--- src/rtl/hpt_pkg.sv ---
/*
  hpt_pkg: constants and types for the playback trigger and timing offset bank.
  assumes one 125 MHz clock domain for the block and its neighbours.
*/
package hpt_pkg;
  // ************************************************************
  // register map
  // ************************************************************
  localparam logic [7:0] ADDR_TRIG = 8'h0c;
  localparam logic [7:0] ADDR_OD_OFS = 8'h0d;
  localparam logic [7:0] ADDR_SP_OFS = 8'h0e;
  localparam logic [7:0] ADDR_SN_OFS = 8'h0f;
  localparam int TRIG_BIT = 0;
  localparam logic [7:0] REG_RST = 8'h00;
  localparam int WAIT_FLAG_BIT = 7;
  // ************************************************************
  // modes
  // ************************************************************
  localparam logic [2:0] MODE_SEQ = 3'h0;
  localparam logic [2:0] MODE_DIAG = 3'h6;
  localparam logic [2:0] MODE_CAL = 3'h7;
  // ************************************************************
  // sequencer and timing
  // ************************************************************
  localparam int SLOT_NUM = 8;
  localparam logic [3:0] SLOT_LAST = 4'h7;
  localparam int WAIT_MS = 10;
  localparam int CLK_KHZ = 125000;
  localparam int WAIT_CYC_DEF = WAIT_MS * CLK_KHZ;
  localparam int TICK_W = 21;
  localparam int LEN_W = 16;
  localparam int OFS_STEP_MS = 5;
  typedef enum {ST_IDLE, ST_FETCH, ST_WAVE, ST_WAIT, ST_ROUT} hpt_state_t;
  typedef enum logic [1:0] {SEG_OD, SEG_POS, SEG_NEG, SEG_ZERO} hpt_seg_t;
endpackage

--- src/rtl/hpt_seg_if.sv ---
/*
  hpt_seg_if: carries one waveform segment and its adjusted length.
  assumes both ends on sys_clk.
*/
`timescale 1ns/1ns
interface hpt_seg_if;
  import hpt_pkg::*;
  logic req;
  logic signed [7:0] amp;
  logic signed [7:0] peak;
  logic [LEN_W-1:0] len;
  logic open_loop;
  logic [7:0] od_ofs;
  logic [7:0] sp_ofs;
  logic [7:0] sn_ofs;
  logic vld;
  hpt_seg_t cls;
  logic [LEN_W-1:0] adj;
  modport src (output req, amp, peak, len, open_loop, od_ofs, sp_ofs, sn_ofs, input vld, cls, adj);
  modport adjr (input req, amp, peak, len, open_loop, od_ofs, sp_ofs, sn_ofs, output vld, cls, adj);
endinterface

--- src/rtl/hpt_seg_adj.sv ---
/*
  hpt_seg_adj: classifies a library waveform segment and applies its time offset.
  assumes lengths and offsets both in 5 ms steps; result one cycle after req.
*/
`timescale 1ns/1ns
module hpt_seg_adj
  import hpt_pkg::*;
(
  input wire logic sys_clk, // clock
  input wire logic sys_rst, // async reset
  hpt_seg_if.adjr s // segment in, adjusted length out
);
  hpt_seg_t cls_d;
  logic [7:0] ofs;
  logic signed [LEN_W+1:0] sum;
  logic vld_q;
  hpt_seg_t cls_q;
  logic [LEN_W-1:0] adj_q;
  logic [LEN_W-1:0] adj_d;

  always_comb begin
    if (s.amp > 8'sh00 && s.amp == s.peak) begin
      cls_d = SEG_OD;
    end else if (s.amp > 8'sh00) begin
      cls_d = SEG_POS;
    end else if (s.amp < 8'sh00) begin
      cls_d = SEG_NEG;
    end else begin
      cls_d = SEG_ZERO;
    end
    case (cls_d)
      SEG_OD: ofs = s.open_loop ? s.od_ofs : 8'h00;
      SEG_POS: ofs = s.sp_ofs;
      SEG_NEG: ofs = s.sn_ofs;
      default: ofs = 8'h00;
    endcase
    // signed offset; a shortened segment never goes below zero
    sum = $signed({2'b00, s.len}) + $signed({{(LEN_W-6){ofs[7]}}, ofs});
    if (sum < 0) begin
      adj_d = '0;
    end else if (sum[LEN_W]) begin
      adj_d = '1;
    end else begin
      adj_d = sum[LEN_W-1:0];
    end
  end

  always_ff @(posedge sys_clk or posedge sys_rst) begin
    if (sys_rst) begin
      vld_q <= 1'b0;
      cls_q <= SEG_ZERO;
      adj_q <= '0;
    end else begin
      vld_q <= s.req;
      cls_q <= s.req ? cls_d : cls_q;
      adj_q <= s.req ? adj_d : adj_q;
    end
  end
  assign s.vld = vld_q;
  assign s.cls = cls_q;
  assign s.adj = adj_q;
endmodule

--- src/rtl/hpt_trig_bank.sv ---
/*
  hpt_trig_bank: playback trigger, sequencer walk and waveform time offsets.
  assumes slot data, mode, done strobes and segment requests on sys_clk.
*/
// Operation
// - trigger starts process chosen by mode
// - sequencer mode plays slots from first
// - trigger reads one until sequence finished
// - host clearing trigger aborts sequence
// - calibration or diagnostic mode starts routine
// - overdrive offset signed, 5 ms steps
// - overdrive is samples at waveform maximum
// - overdrive offset only in open loop
// - positive sustain offset signed, 5 ms steps
// - other positive samples are positive sustain
// - negative sustain offset signed, 5 ms steps
// - other negative samples are negative sustain
// - advance slots; stop at zero or eight
// - wait slot idles 10 ms per count
`timescale 1ns/1ns
module hpt_trig_bank
  import hpt_pkg::*;
#(
  parameter int WAIT_CYC = WAIT_CYC_DEF
) (
  input wire logic sys_clk, // clock
  input wire logic sys_rst, // async reset
  input wire logic [7:0] reg_addr, // register address
  input wire logic reg_wr, // write strobe
  input wire logic [7:0] reg_wdata, // write data
  input wire logic reg_rd, // read strobe
  output logic [7:0] reg_rdata, // read data, cycle after reg_rd
  input wire logic [2:0] mode, // device mode field
  input wire logic open_loop, // open loop operation
  output logic [3:0] slot_idx, // sequencer slot selected
  input wire logic [7:0] slot_data, // contents of selected slot
  output logic wave_start, // start waveform pulse
  output logic [6:0] wave_id, // waveform identifier
  input wire logic wave_done, // waveform finished pulse
  output logic wave_abort, // abort waveform pulse
  output logic routine_start, // start routine pulse
  output logic [2:0] routine_sel, // routine mode
  input wire logic routine_done, // routine finished pulse
  output logic busy, // trigger bit value
  input wire logic seg_req, // segment request
  input wire logic signed [7:0] seg_amp, // segment amplitude
  input wire logic signed [7:0] seg_peak, // waveform maximum
  input wire logic [LEN_W-1:0] seg_len, // length in 5 ms steps
  output logic seg_vld, // adjusted length valid
  output hpt_seg_t seg_cls, // segment class
  output logic [LEN_W-1:0] seg_adj // adjusted length
);
  // ************************************************************
  // register port
  // ************************************************************
  function automatic logic hit(input logic [7:0] a, input logic [7:0] t);
    return a == t;
  endfunction

  hpt_state_t st_q, st_d;
  logic go_q, go_d;
  logic [7:0] od_q, od_d, sp_q, sp_d, sn_q, sn_d;
  logic [7:0] rd_q, rd_d;
  logic [3:0] idx_q, idx_d;
  logic ws_q, ws_d, wa_q, wa_d, rs_q, rs_d;
  logic [6:0] id_q, id_d;
  logic [2:0] rsel_q, rsel_d;
  logic [TICK_W-1:0] tick_q, tick_d;
  logic [6:0] unit_q, unit_d;
  logic wr_trig, set_req, clr_req, known_mode;

  assign wr_trig = reg_wr && hit(reg_addr, ADDR_TRIG);
  assign set_req = wr_trig && reg_wdata[TRIG_BIT];
  assign clr_req = wr_trig && !reg_wdata[TRIG_BIT];
  assign known_mode = mode == MODE_SEQ || mode == MODE_CAL || mode == MODE_DIAG;

  always_comb begin
    od_d = od_q;
    sp_d = sp_q;
    sn_d = sn_q;
    if (reg_wr && hit(reg_addr, ADDR_OD_OFS)) begin
      od_d = reg_wdata;
    end else if (reg_wr && hit(reg_addr, ADDR_SP_OFS)) begin
      sp_d = reg_wdata;
    end else if (reg_wr && hit(reg_addr, ADDR_SN_OFS)) begin
      sn_d = reg_wdata;
    end
    rd_d = 8'h00;
    if (reg_rd && hit(reg_addr, ADDR_TRIG)) begin
      rd_d = {7'h00, go_q};
    end else if (reg_rd && hit(reg_addr, ADDR_OD_OFS)) begin
      rd_d = od_q;
    end else if (reg_rd && hit(reg_addr, ADDR_SP_OFS)) begin
      rd_d = sp_q;
    end else if (reg_rd && hit(reg_addr, ADDR_SN_OFS)) begin
      rd_d = sn_q;
    end
  end

  // ************************************************************
  // trigger and sequencer
  // ************************************************************
  always_comb begin
    st_d = st_q;
    go_d = go_q;
    idx_d = idx_q;
    ws_d = 1'b0;
    wa_d = 1'b0;
    rs_d = 1'b0;
    id_d = id_q;
    rsel_d = rsel_q;
    tick_d = tick_q;
    unit_d = unit_q;
    case (st_q)
      ST_IDLE: begin
        if (set_req && known_mode) begin
          go_d = 1'b1;
          if (mode == MODE_SEQ) begin
            st_d = ST_FETCH;
            idx_d = 4'h0;
          end else begin
            st_d = ST_ROUT;
            rs_d = 1'b1;
            rsel_d = mode;
          end
        end
      end
      ST_FETCH: begin
        if (clr_req) begin
          st_d = ST_IDLE;
          go_d = 1'b0;
        end else if (slot_data == 8'h00) begin
          st_d = ST_IDLE;
          go_d = 1'b0;
        end else if (slot_data[WAIT_FLAG_BIT]) begin
          st_d = ST_WAIT;
          unit_d = slot_data[6:0];
          tick_d = '0;
        end else begin
          st_d = ST_WAVE;
          ws_d = 1'b1;
          id_d = slot_data[6:0];
        end
      end
      ST_WAVE: begin
        if (clr_req) begin
          st_d = ST_IDLE;
          go_d = 1'b0;
          wa_d = 1'b1;
        end else if (wave_done) begin
          if (idx_q == SLOT_LAST) begin
            st_d = ST_IDLE;
            go_d = 1'b0;
          end else begin
            st_d = ST_FETCH;
            idx_d = idx_q + 4'h1;
          end
        end
      end
      ST_WAIT: begin
        // a zero count waits nothing and moves on at once
        if (clr_req) begin
          st_d = ST_IDLE;
          go_d = 1'b0;
        end else if (unit_q == 7'h00) begin
          if (idx_q == SLOT_LAST) begin
            st_d = ST_IDLE;
            go_d = 1'b0;
          end else begin
            st_d = ST_FETCH;
            idx_d = idx_q + 4'h1;
          end
        end else if (tick_q == TICK_W'(WAIT_CYC - 1)) begin
          tick_d = '0;
          unit_d = unit_q - 7'h01;
        end else begin
          tick_d = tick_q + TICK_W'(1);
        end
      end
      ST_ROUT: begin
        // a clear while a routine runs is ignored; the routine ends it
        if (routine_done) begin
          st_d = ST_IDLE;
          go_d = 1'b0;
        end
      end
      default: st_d = ST_IDLE;
    endcase
  end

  always_ff @(posedge sys_clk or posedge sys_rst) begin
    if (sys_rst) begin
      st_q <= ST_IDLE;
      go_q <= REG_RST[TRIG_BIT];
      od_q <= REG_RST;
      sp_q <= REG_RST;
      sn_q <= REG_RST;
      rd_q <= 8'h00;
      idx_q <= 4'h0;
      ws_q <= 1'b0;
      wa_q <= 1'b0;
      rs_q <= 1'b0;
      id_q <= 7'h00;
      rsel_q <= 3'h0;
      tick_q <= '0;
      unit_q <= 7'h00;
    end else begin
      st_q <= st_d;
      go_q <= go_d;
      od_q <= od_d;
      sp_q <= sp_d;
      sn_q <= sn_d;
      rd_q <= rd_d;
      idx_q <= idx_d;
      ws_q <= ws_d;
      wa_q <= wa_d;
      rs_q <= rs_d;
      id_q <= id_d;
      rsel_q <= rsel_d;
      tick_q <= tick_d;
      unit_q <= unit_d;
    end
  end

  assign reg_rdata = rd_q;
  assign slot_idx = idx_q;
  assign wave_start = ws_q;
  assign wave_id = id_q;
  assign wave_abort = wa_q;
  assign routine_start = rs_q;
  assign routine_sel = rsel_q;
  assign busy = go_q;

  // ************************************************************
  // segment offsets
  // ************************************************************
  hpt_seg_if seg ();
  assign seg.req = seg_req;
  assign seg.amp = seg_amp;
  assign seg.peak = seg_peak;
  assign seg.len = seg_len;
  assign seg.open_loop = open_loop;
  assign seg.od_ofs = od_q;
  assign seg.sp_ofs = sp_q;
  assign seg.sn_ofs = sn_q;
  hpt_seg_adj u_adj (
    .sys_clk(sys_clk),
    .sys_rst(sys_rst),
    .s(seg)
  );
  assign seg_vld = seg.vld;
  assign seg_cls = seg.cls;
  assign seg_adj = seg.adj;
endmodule

--- config.mk ---
export PLATFORM = sky130hd
export DESIGN_NAME = hpt_trig_bank
export DESIGN_NICKNAME = d
export VERILOG_FILES = /design/src/rtl/hpt_pkg.sv /design/src/rtl/hpt_seg_if.sv /design/src/rtl/hpt_seg_adj.sv /design/src/rtl/hpt_trig_bank.sv
export SDC_FILE = /design/constraint.sdc
export NUM_CORES = 1
export LEC_CHECK = 0
export ABC_AREA = 1
export BUFFER_PORTS_ARGS = -buffer_cell sky130_fd_sc_hd__buf_2
export CAP_MARGIN = 20
export CORE_MARGIN = 3
export CORE_UTILIZATION = 45
export CTS_BUF_LIST = sky130_fd_sc_hd__clkbuf_8
export CTS_CLUSTER_SIZE = 20
export DETAILED_ROUTE_END_ITERATION = 10
export PLACE_DENSITY = 0.72
export SLEW_MARGIN = 20
export SYNTH_ARGS = -nofsm -noshare
export SYNTH_HDL_FRONTEND = slang
export SYNTH_SLANG_ARGS = --single-unit
--- constraint.sdc ---
create_clock -name sys_clk -period 7.9 [get_ports sys_clk]
set_clock_uncertainty 0.05 [all_clocks]
set_input_delay 0.79 -clock sys_clk [delete_from_list [all_inputs] [get_ports sys_clk]]
set_output_delay 0.79 -clock sys_clk [all_outputs]
set_load 0.005 [all_outputs]
* Yosys cells after proc, flatten, opt, wreduce, memory -nomap -nowiden
Cells that the tools add are included.
** Word-level totals
- Output and inout bits :: 45
- Bits of input ports :: 67
- Flip-flop bits (word level) :: 129
- Word-level logic and storage cells :: 156
** Operators by class
- Add/subtract/negate cells :: 4
- Equal/unequal tests :: 30
- Reduce and logical (&&, ||, !) cells :: 32
- $lt $le $gt $ge :: 3
- Muxes and demuxes :: 64
- Bitwise gates (word level) :: 6
** Operators with widths (count)
- 32-bit 2-to-1 mux :: 6
- 32-bit case mux with 5 select lines :: 1
- 21-bit 2-to-1 mux :: 6
- 32-bit by 2-bit == test with 1-bit output, second input constant :: 2
- 7-bit 2-to-1 mux :: 6
- 21-bit case mux with 2 select lines :: 1
- 8-bit 2-to-1 mux :: 5
- 32-bit by 1-bit == test with 1-bit output, second input constant :: 1
- 32-bit by 3-bit == test with 1-bit output, second input constant :: 1
- 8-bit by 4-bit == test with 1-bit output, second input constant :: 4
- 32-bit logical NOT :: 1
- 16-bit 2-to-1 mux :: 2
- 4-bit 2-to-1 mux :: 7
- 2-bit inequality test, second input constant :: 12
- 8-bit case mux with 3 select lines :: 1
- 21-bit by 1-bit adder with 21-bit output, second input constant :: 1
- 21-bit == test, second input constant :: 1
- 1-bit 2-to-1 mux :: 21
- 17-bit by 8-bit adder with 18-bit output :: 1
- 18-bit by 1-bit < comparator with 1-bit output, second input constant :: 1
- 7-bit case mux with 2 select lines :: 1
- 7-bit AND reduction :: 2
- 1-bit logical AND :: 12
- 4-bit case mux with 3 select lines :: 1
- other kinds (27) :: 42

* Depth between registers and ports, before layout
Gate-level depths: netlist (run 1).
- Word-level depth :: 9
- Depth in mapped cells :: 26
- Depth with buffers taken out :: 24

* Hierarchy
Synthesis (run 1) repeated with hierarchy kept, for this count alone.
** Unflattened totals
- Cells, all modules :: 929
- Area, all modules :: 6632.6 um^2
** Modules (own cells, without submodules)
- hpt_trig_bank :: seq. area each 2026.9 um^2, instances 1, area an instance 4473.0 um^2, cells an instance 584
- hpt_seg_adj :: seq. area each 478.0 um^2, instances 1, area an instance 2159.6 um^2, cells an instance 345

* Worst setup path after synthesis (run 1)
No wires, ideal clock.
- Path kind :: input-to-reg
- Start :: input seg_amp[7]
- End :: register u_adj.adj_q[0] (netlist: u_adj.s.adj[0])
- Path buffers :: 2
- Path slack :: 4.498 ns
- Required time :: 7.784 ns
- Arrival time :: 3.286 ns
- Setup time :: 0.066 ns
- Stages on the path :: 23
- Cell sequence :: buf_6 > clkinv_2 > nand2_1 > nand2_1 > nand2_2 > nor2_4 > nand2_4 > nor3_2 > nand3_1 > o211ai_1 > ha_1 > a21oi_1 > nand2_1 > nand2_1 > nand2_1 > nand2_1 > nand2_1 > nor2_1 > nor2_1 > nor2_4 > buf_4 > nand2_1 > nand2_1
** Between the ends
- Cells in the longest elaborated chain, start to end :: 9
- Elaborated cells between the ends (all ways) :: 15
- Those cells by class :: add/sub (1); order compare (3); eq/ne (3); mux (6); reduce/logical (2)
** RTL lines
- from (decl) :: line hpt_trig_bank.sv:46 : input wire logic signed [7:0] seg_amp,
- 8-bit by 1-bit < comparator with 1-bit output :: line hpt_seg_adj.sv:26 : end else if (s.amp < 8'sh00) begin
- 1-bit 2-to-1 mux :: line hpt_seg_adj.sv:26
- 2-bit 2-to-1 mux :: line hpt_seg_adj.sv:24 : end else if (s.amp > 8'sh00) begin
- 2-bit 2-to-1 mux * :: line hpt_seg_adj.sv:22 : if (s.amp > 8'sh00 && s.amp == s.peak) begin
- 2-bit == test, or another cell as far along :: line hpt_seg_adj.sv:31 : case (cls_d)
- 8-bit case mux with 3 select lines * :: line hpt_seg_adj.sv:31
- 17-bit by 8-bit adder with 18-bit output * :: line hpt_seg_adj.sv:38 : sum = $signed({2'b00, s.len}) + $signed({{(LEN_W-6){ofs[7]}}, ofs});
- 18-bit by 1-bit < comparator with 1-bit output / 16-bit 2-to-1 mux (equally long branches) :: line hpt_seg_adj.sv:39, hpt_seg_adj.sv:41
- 16-bit 2-to-1 mux * :: line hpt_seg_adj.sv:39 : if (sum < 0) begin
- to (signal assigned) :: line hpt_seg_adj.sv:56 : adj_q <= s.req ? adj_d : adj_q;
- to (decl) :: line hpt_seg_adj.sv:18 : logic [LEN_W-1:0] adj_q;
Mark *: on every way between the ends. The rest lies on a longest branch, timed or not.
A chain may end at the register's enable or synchronous reset.

* Worst setup path in the final report (run 1)
- Start :: input seg_amp[7]
- End :: register u_adj.adj_q[7] (netlist: u_adj.s.adj[7])
The elaborated chain is that of the path after synthesis.

==> metrics.txt, run 1 <==
Syn-to-layout area delta 13.7%; CTS Buf Count 9; DRC viols 0; Mean Syn Cell Area 7.34 µm²; Hold WS 0.410 ns; Post-CTS Hold Buffers 0; status finished clean; clk sinks 100; PwrDens 175 nW/µm²; final core occ 53.3%; Worst Path Buf+Inv 2; clock power share 25.0%; leakage power 3.69 nW; clock edge transition at the registers on the reported setup and hold paths 0.09 ns; first-pass GRT wire length 26.4 mm; cts repair resizes 0; CP most frequent cell nand2_1; most frequent cells in the layout nand2_1, buf_2, inv_1; Cells after DPL 1131; Yosys warnings 0; Async SR Flop Fraction 100%; crit path launch type primary input; Layout Nets 1055; RSZ-0062 raised after global routing false; Initial Util 46.9%; Least-Margin Pin Slew 0.676 ns; combinational share of power 25.2%; chip height 125 µm; NetSw 419 µW; maximum clock frequency 275 MHz; gr usage total 20.2%; min Tclk post-route 3.63 ns; vias in the first global route 5485; Setup CP Type primary input to flip-flop; DR vias/cell 5.11; Net Count, Synth 952; layout cell share with drive strength beyond 1 16.7%; post-synthesis cell count 863; Top delay family on crit path simple AND/OR/NAND/NOR gates; crit-path cells buf_2 -> clkinv_2 -> nand2_1 -> nand2_1 -> nand2_2 -> nor2_4 -> nand2_4 -> nor3_2 -> nand3_1 -> nand3_1 -> ha_1 -> fa_1 -> nand3_1 -> nand2_1 -> nand2_1 -> nand2_1 -> nand2_1 -> nand2_1 -> nand4_2 -> nand3_1 -> nand2_1 -> nand2_1; WL final 15.4 mm; Post-synth EDFFs 0; GRT overflow 0; setup violators final 0; Core Box Area 13500 µm²; Synth area leader dfrtp_1; Setup crit end kind flip-flop; clock root cell clkbuf_8; post-synth cell types 44; Skew-Pair Late Insertion Delay 0.38 ns; antenna-violating nets left 0; Pre-Repair DR Iteration Count 5; area of the die 15500 µm²; register area share after synthesis 39.5%; ys flop type dfrtp_1; CTS tree yes; Post-CTS Repair Setup Buffers 0; DR WL/cell 13.4 µm; Slew HR 54.9%; antenna violations before repair 0; Area contributors post-synth dfrtp_1, nand2_1, nand3_1; synthesized area 6330 µm²; DR iter-0 viols 341; most common cell after layout, fill and taps aside nand2_1; Yosys top cell area share 38.7%; Final Power 1.26 mW; Setup TNS 0 ns; Diodes inserted 0; Final Slew Violations 0; clk buf depth 2; IO Pins 112; CP startpoint seg_amp[7]; HPWL Detailed 11.9 mm; count of input and output buffers 111; CP peak stage delay 0.37 ns; H-tree depth 3; sequential fraction of design power 49.8%; Tcrit/Tclk final 46.0%; max-cap violation count 0; largest net degree at the start of global routing 56; Post-Layout Cell Count 1146; Max rail drop VDD 159 µV; WP data required 8.17 ns; Crit Path Max Fanout 16; Hold WC Path Type primary input to asynchronous set/reset pin; Worst R2R Start st_q[2]; Int Power 838 µW; row count 42; Placer Congestion 0.889; Die Wd 125 µm; Synth Register Bits 100; Crit-path slowest cell nand4_2; Hold Vio Cnt, Final 0; vias 5855; Arr. time, crit path 3.90 ns; switch share 33.3%
==> cell families (layout without fill, tap and decap cells) <==
family	Yosys count	after routing	synth area share, %
muxes	1	1	0.178
xor gates and xnor gates	24	24	3.32
and+or+nand+nor	455	455	32.3
buffers and inverters	131	238	8.22
DFF	100	100	39.5
adders and majority gates	22	22	4.46
AOI/OAI and AO/OA	130	130	11.9
==> stage by stage <==
| step | instance area [µm²] | setup slack, ns |
|---|---|---|
| 3_5_place_dp | 7020 | 3.90 |
| 2_1_floorplan | 6330 | 4.44 |
| 5_1_grt | 7200 | 3.88 |
| 3_3_place_gp | 7020 | 4.06 |
| 6_report | 7200 | 4.27 |
| 4_1_cts | 7200 | 4.28 |
==> synthesized netlist by cell type, types with 3 or more instances <==
master    count
nand2_1     236
inv_1       104
dfrtp_1      98
nand3_1      82
nor2_1       63
o21ai_0      62
a21oi_1      27
nor3_1       22
ha_1         21
o211ai_1     16
xnor2_1      16
nand4_1      13
nand3b_1     11
clkbuf_1      9
xor2_1        8
buf_2         7
o221ai_1      7
o31ai_1       7
inv_2         5
nor2_4        5
or2_2         5
nand2_2       4
buf_4         3
nor2_2        3
o21bai_1      3
==> final cells by class <==
cell class,count,area (µm²)
Multi-Input combinational cell,632,3310
Sequential cell,100,2500
Clock inverter,4,31.3
Inverter,110,417
Timing Repair Buffer,113,571
Clock buffer,11,151
Tap cell,176,220
Fill cell,1300,6300
==> power groups by stage <==
stage | registers (mW) | logic [mW] | clock network (mW)
floorplan | 0.632 | 0.210 | 0
global placement | 0.634 | 0.315 | 0
detailed placement | 0.635 | 0.319 | 0
CTS | 0.625 | 0.321 | 0.324
global route | 0.635 | 0.373 | 0.343
finish | 0.626 | 0.317 | 0.315
==> flip-flops by register name, indices dropped and copies added, names as in the netlist <==
signal and flops:
busy 1, od_q 8, reg_rdata 8, routine_sel 3
routine_start 1, seg.sn_ofs 8, seg.sp_ofs 8, slot_idx 4
st_q 3, tick_q 21, u_adj.s.adj 16, u_adj.s.cls 2
u_adj.s.vld 1, unit_q 7, wave_abort 1, wave_id 7
wave_start 1
==> path summary, 6_finish.rpt <==
| check | slack [ns] | cells past startpoint | end |
|---|---|---|---|
| worst max-delay path | 4.27 | 22 | u_adj.s.adj[7] |
| worst min register to register | 0.43 | 1 | routine_sel[1] |
| min in group sys_clk | 0.43 | 1 | routine_sel[1] |
| worst max register to register | 4.90 | 10 | tick_q[20] |
| worst min-delay path | 0.41 | 2 | unit_q[5] |
| max in group asynchronous | 6.32 | 3 | od_q[7] |
==> layer usage <==
metal | share of wire (%) | global-route usage, % | vias up | routed length, µm
met5 | 0 | 0 | - | 0
met4 | 1.8 | 6.58 | 0 | 273
met3 | 4.8 | 3.86 | 22 | 730
met2 | 44 | 30.9 | 145 | 6820
met1 | 49 | 29.0 | 2647 | 7540
li1 | - | - | 3041 | -
==> worst reg2reg max path, stage by stage, from the launching register on <==
cell and delay [ns]:
dfrtp_1 0.46, nor2_4 0.22, inv_2 0.08, nor2_4 0.36, inv_2 0.23, nor2_1 0.15, nor2_1 0.05, nand2_1 0.49
inv_1 0.49, nand3_1 0.19, o21ai_0 0.10
Note: power is estimated with default switching activity, not from simulation.
==> run 2: changes to the inputs <==
- PLACE_DENSITY: 0.72 -> 0.75
- clock period: 7.9 -> 3.1 ns (I/O delays scaled with it)
==> run 2 against run 1 <==
Compared with the run above: the flow now finishes with violations (negative hold slack); cell count is 1.6% higher; sequential power rose to 2.6 times the previous value; hold slack got worse by 0.43 ns; worst setup slack worse by 3.9 ns; clock power grew to 2.9 times the previous value; combinational power grew to 2.6 times the previous value; critical path type unchanged; largest power group unchanged.
==> metrics.txt, run 2 (synthesized netlist as in run 1, its figures left out) <==
status finished, violations left; failing checks negative hold slack; WP data required 3.32 ns; max reg flops 21; clk sinks 100; Layout Nets 1072; Placer Congestion 0.913; most common cell after layout, fill and taps aside nand2_1; Hold WS -0.0187 ns; HPWL Detailed 12.1 mm; vias 6052; row count 42; Final Slew Violations 0; first-pass GRT wire length 26.9 mm; max-cap violation count 0; Crit Path Max Fanout 16; crit path launch type primary input; Setup TNS 0 ns; IO Pins 112; DR WL/cell 13.6 µm; GRT overflow 0; cts repair resizes 0; Post-Layout Cell Count 1164; WL final 15.8 mm; Hold WC Path Type primary input to asynchronous set/reset pin; Setup CP Type primary input to flip-flop; largest net degree at the start of global routing 87; Initial Util 46.9%; antenna violations before repair 0; Max rail drop VDD 501 µV; Cells after DPL 1148; Skew-Pair Late Insertion Delay 0.39 ns; chip height 125 µm; leakage power 3.80 nW; layout cell share with drive strength beyond 1 18.2%; H-tree depth 3; FF-to-FF path depth 15; Final Power 3.34 mW; CTS tree yes; count of input and output buffers 111; area of the die 15500 µm²; CTS Buf Count 9; Setup crit end kind flip-flop; most frequent cells in the layout nand2_1, buf_2, inv_1; Pre-Repair DR Iteration Count 5; antenna-violating nets left 0; Tcrit/Tclk final 87.7%; Die Wd 125 µm; setup violators final 0; Post-CTS Hold Buffers 0; vias in the first global route 5501; PwrDens 452 nW/µm²; Core Box Area 13500 µm²; Diodes inserted 0; Arr. time, crit path 2.94 ns; Least-Margin Pin Slew 0.781 ns; Top reg by flops tick_q; DR vias/cell 5.20; clock root cell clkbuf_8; Slew HR 47.9%; gr usage total 20.7%; Post-CTS Repair Setup Buffers 0; final worst slack 0.382 ns; DRC viols 0; pre-CTS setup slack 0.00162 ns; min Tclk post-route 2.72 ns; DR iter-0 viols 457; Syn-to-layout area delta 16.7%; maximum clock frequency 368 MHz; Hold Vio Cnt, Final 4; RSZ-0062 raised after global routing false; clk buf depth 2; clock edge transition at the registers on the reported setup and hold paths 0.11 ns
-- run 2: worst max-delay path, cell delays in order --
cell and delay, ns:
buf_2 0.10, inv_1 0.06, nand2_1 0.05, nand2_1 0.05, nand2_1 0.06, nor2_2 0.19
nand2_4 0.11, nand3_2 0.12, nand3_4 0.17, ha_1 0.44, nand2_1 0.10, nor2_1 0.21
nand4_1 0.11, nor3b_1 0.22, nor2_1 0.10, nor2_1 0.20, nor2_4 0.07, buf_12 0.14
nand2_1 0.06, nand2_1 0.05
-- run 2: routing by layer --
layer | share of wire [%] | vias up | track usage, %
li1 | - | 3084 | -
met1 | 49 | 2792 | 30.3
met2 | 44 | 161 | 31.1
met3 | 5.0 | 15 | 3.77
met4 | 1.7 | 0 | 6.64
met5 | 0 | - | 0
-- run 2: path summary, 6_finish.rpt --
kind                                 from              to  slack (ns)
max                            seg_amp[2]  u_adj.s.adj[0]        0.38
min                               sys_rst      wave_id[3]       -0.02
max reg2reg                       od_q[7]  u_adj.s.adj[0]        0.41
min reg2reg                u_adj.s.adj[0]  u_adj.s.adj[0]        0.43
max in group asynchronous         sys_rst  u_adj.s.adj[0]        2.25
min in group sys_clk              seg_req     u_adj.s.vld        0.03
-- run 2: final cells by class --
cell class                 instances  area (µm²)
inverter                         110         419
clock inverter                     6        77.6
fill                            1277        6110
timing repair buffer             130         723
sequential                       100        2500
clock buffer                      10         138
multi-input combinational        632        3310
tap                              176         220
-- run 2: per-stage QoR --
stage	instance area, µm²	hold slack (ns)	util (%)
after floorplan	6330	0.291	-
after global placement	7170	0.401	53.1
after detailed placement	7170	0.401	53.1
after CTS	7390	0.00299	54.7
after global routing	7390	0.00711	54.7
final	7390	-0.0187	54.7
-- run 2: power breakdown --
group / switching [mW] / internal (mW)
clock: 0.499 / 0.411
combinational: 0.494 / 0.342
sequential: 0.122 / 1.48
total: 1.11 / 2.23
==> run 3: changes to the inputs <==
- CORE_UTILIZATION: 45 -> 40
- PLACE_DENSITY: 0.75 -> 0.69
- SKIP_LAST_GASP: unset -> 1
==> run 3 against run 2 <==
Compared with the run above: the run now ends clean; critical path depth shrank 2; hold slack gained 0.056 ns; clock power shrank 0.7%; core utilization shrank 6.0 points; die area grew 12%; fmax shrank 1.2%; sequential cell count is the same; highest routed layer unchanged; first-iteration DRC count grew 1.5%; critical endpoint is now u_adj.s.adj[7].
==> metrics.txt, run 3 (synthesized netlist as in run 1, its figures left out) <==
status finished clean; Setup TNS 0 ns; antenna-violating nets left 0; Setup crit end kind flip-flop; FF-to-FF path depth 15; GRT overflow 0; DR iter-0 viols 464; vias in the first global route 5712; Hold Vio Cnt, Final 0; Die Wd 132 µm; FF-to-FF setup slack 0.40 ns; CTS tree yes; DR vias/cell 5.03; Core Box Area 15400 µm²; HPWL Detailed 12.5 mm; Hold WS 0.0371 ns; largest net degree at the start of global routing 62; gr usage total 18.8%; Tcrit/Tclk final 88.8%; clock edge transition at the registers on the reported setup and hold paths 0.09 ns; Syn-to-layout area delta 18.2%; Post-CTS Repair Setup Buffers 0; cell depth of the worst hold path 1; Hold WC Path Type primary input to flip-flop; clk sinks 100; pre-CTS setup slack -0.0365 ns; CTS Buf Count 9; final worst slack 0.348 ns; Skew-Pair Late Insertion Delay 0.39 ns; Least-Margin Pin Slew 0.684 ns; WL final 16.0 mm; count of input and output buffers 111; leakage power 3.82 nW; maximum clock frequency 363 MHz; hold path start seg_req; crit path launch type primary input; vias 6061; Post-Layout Cell Count 1204; DR WL/cell 13.3 µm; most frequent cells in the layout nand2_1, buf_2, inv_1; IO Pins 112; layout cell share with drive strength beyond 1 18.5%; Multi-input gate area 3310 µm²; final core occ 48.7%; Final Slew Violations 0; chip height 132 µm; min Tclk post-route 2.75 ns; Storage cell area 2500 µm²; clock root cell clkbuf_8; Worst R2R Start od_q[7]; Diodes inserted 0; Cells after DPL 1187; filler instances 1535; Placer Congestion 0.906; reg2reg end u_adj.s.adj[7]; antenna violations before repair 0; area of the die 17400 µm²; Crit Path Max Fanout 14; row count 45; Initial Util 41.2%; PwrDens 448 nW/µm²; Slew HR 54.1%; Setup CP Type primary input to flip-flop; RSZ-0062 raised after global routing false; Worst Hold End u_adj.s.vld; WP data required 3.37 ns; Max rail drop VDD 317 µV; max-cap violation count 0; Pre-Repair DR Iteration Count 5; H-tree depth 3; most common cell after layout, fill and taps aside nand2_1; Top reg by flops tick_q; setup violators final 0; clk buf depth 2; Layout Nets 1077; max reg flops 21; DRC viols 0; Arr. time, crit path 3.02 ns; first-pass GRT wire length 27.5 mm
## run 3: cell count changes in the layout (fill, tap and decap cells not counted)
cell           change
clkinv_4           -1
buf_12             +1
buf_4              +3
inv_6              -1
dlygate4sd3_1      +1
clkinvlp_4         +1
inv_4              +1
## run 3: area by class of cell
cell class	count	share of cell area (%)
well taps	211	3.53
repair buffers	135	10.4
clock buffers	10	1.84
flip-flops and latches	100	33.5
clock inverters	6	1.02
multi-input cells	632	44.2
inverters	110	5.57
## run 3: layer usage
layer / up-vias / wire length (µm) / GRT usage (%)
met2: 141 / 7260 / 29.8
li1: 3094 / - / -
met3: 11 / 737 / 3.63
met4: 0 / 135 / 3.79
met1: 2815 / 7840 / 27.0
met5: - / 0 / 0
## run 3: where the power goes
group          switching, mW  total [mW]  internal (mW)  leakage, nW
registers              0.123        1.60           1.48         1.32
clock network          0.495       0.904          0.409        0.103
logic                  0.500       0.848          0.349         2.40
## run 3: critical path, cell delays in order
cell     delay, ns
buf_2         0.11
nor2_1        0.10
nand3_1       0.09
nor2_2        0.20
nor2_4        0.10
nand4_2       0.17
nand3_4       0.17
ha_1          0.40
a21oi_1       0.25
o21ai_0       0.16
a21oi_1       0.23
nand2_1       0.08
nor2_1        0.15
nor2_1        0.10
nor2_4        0.14
buf_12        0.14
nand2_1       0.06
nand2_1       0.05
## run 3: what timing repair did
action,in CTS,in global routing
hold buffers,1,0
resized for setup,0,0
endpoints found under the hold margin,37,0
## run 3: per-stage QoR
step	power [mW]	cell area, µm²
2_1_floorplan	2.15	6330
3_3_place_gp	2.45	7260
3_5_place_dp	2.47	7260
4_1_cts	3.39	7480
5_1_grt	3.60	7480
6_report	3.35	7480
## run 3: worst max path at each step
stage	startpoint	endpoint	slack, ns	depth (start not counted)
after floorplan	sys_rst	busy	0.12	1
after global placement	seg_amp[0]	u_adj.s.adj[9]	-0.02	19
after detailed placement	seg_amp[0]	u_adj.s.adj[12]	-0.04	19
after CTS	seg_amp[0]	u_adj.s.adj[7]	0.36	18
after global routing	seg_amp[7]	u_adj.s.adj[8]	0.09	18
final	seg_amp[0]	u_adj.s.adj[7]	0.35	18
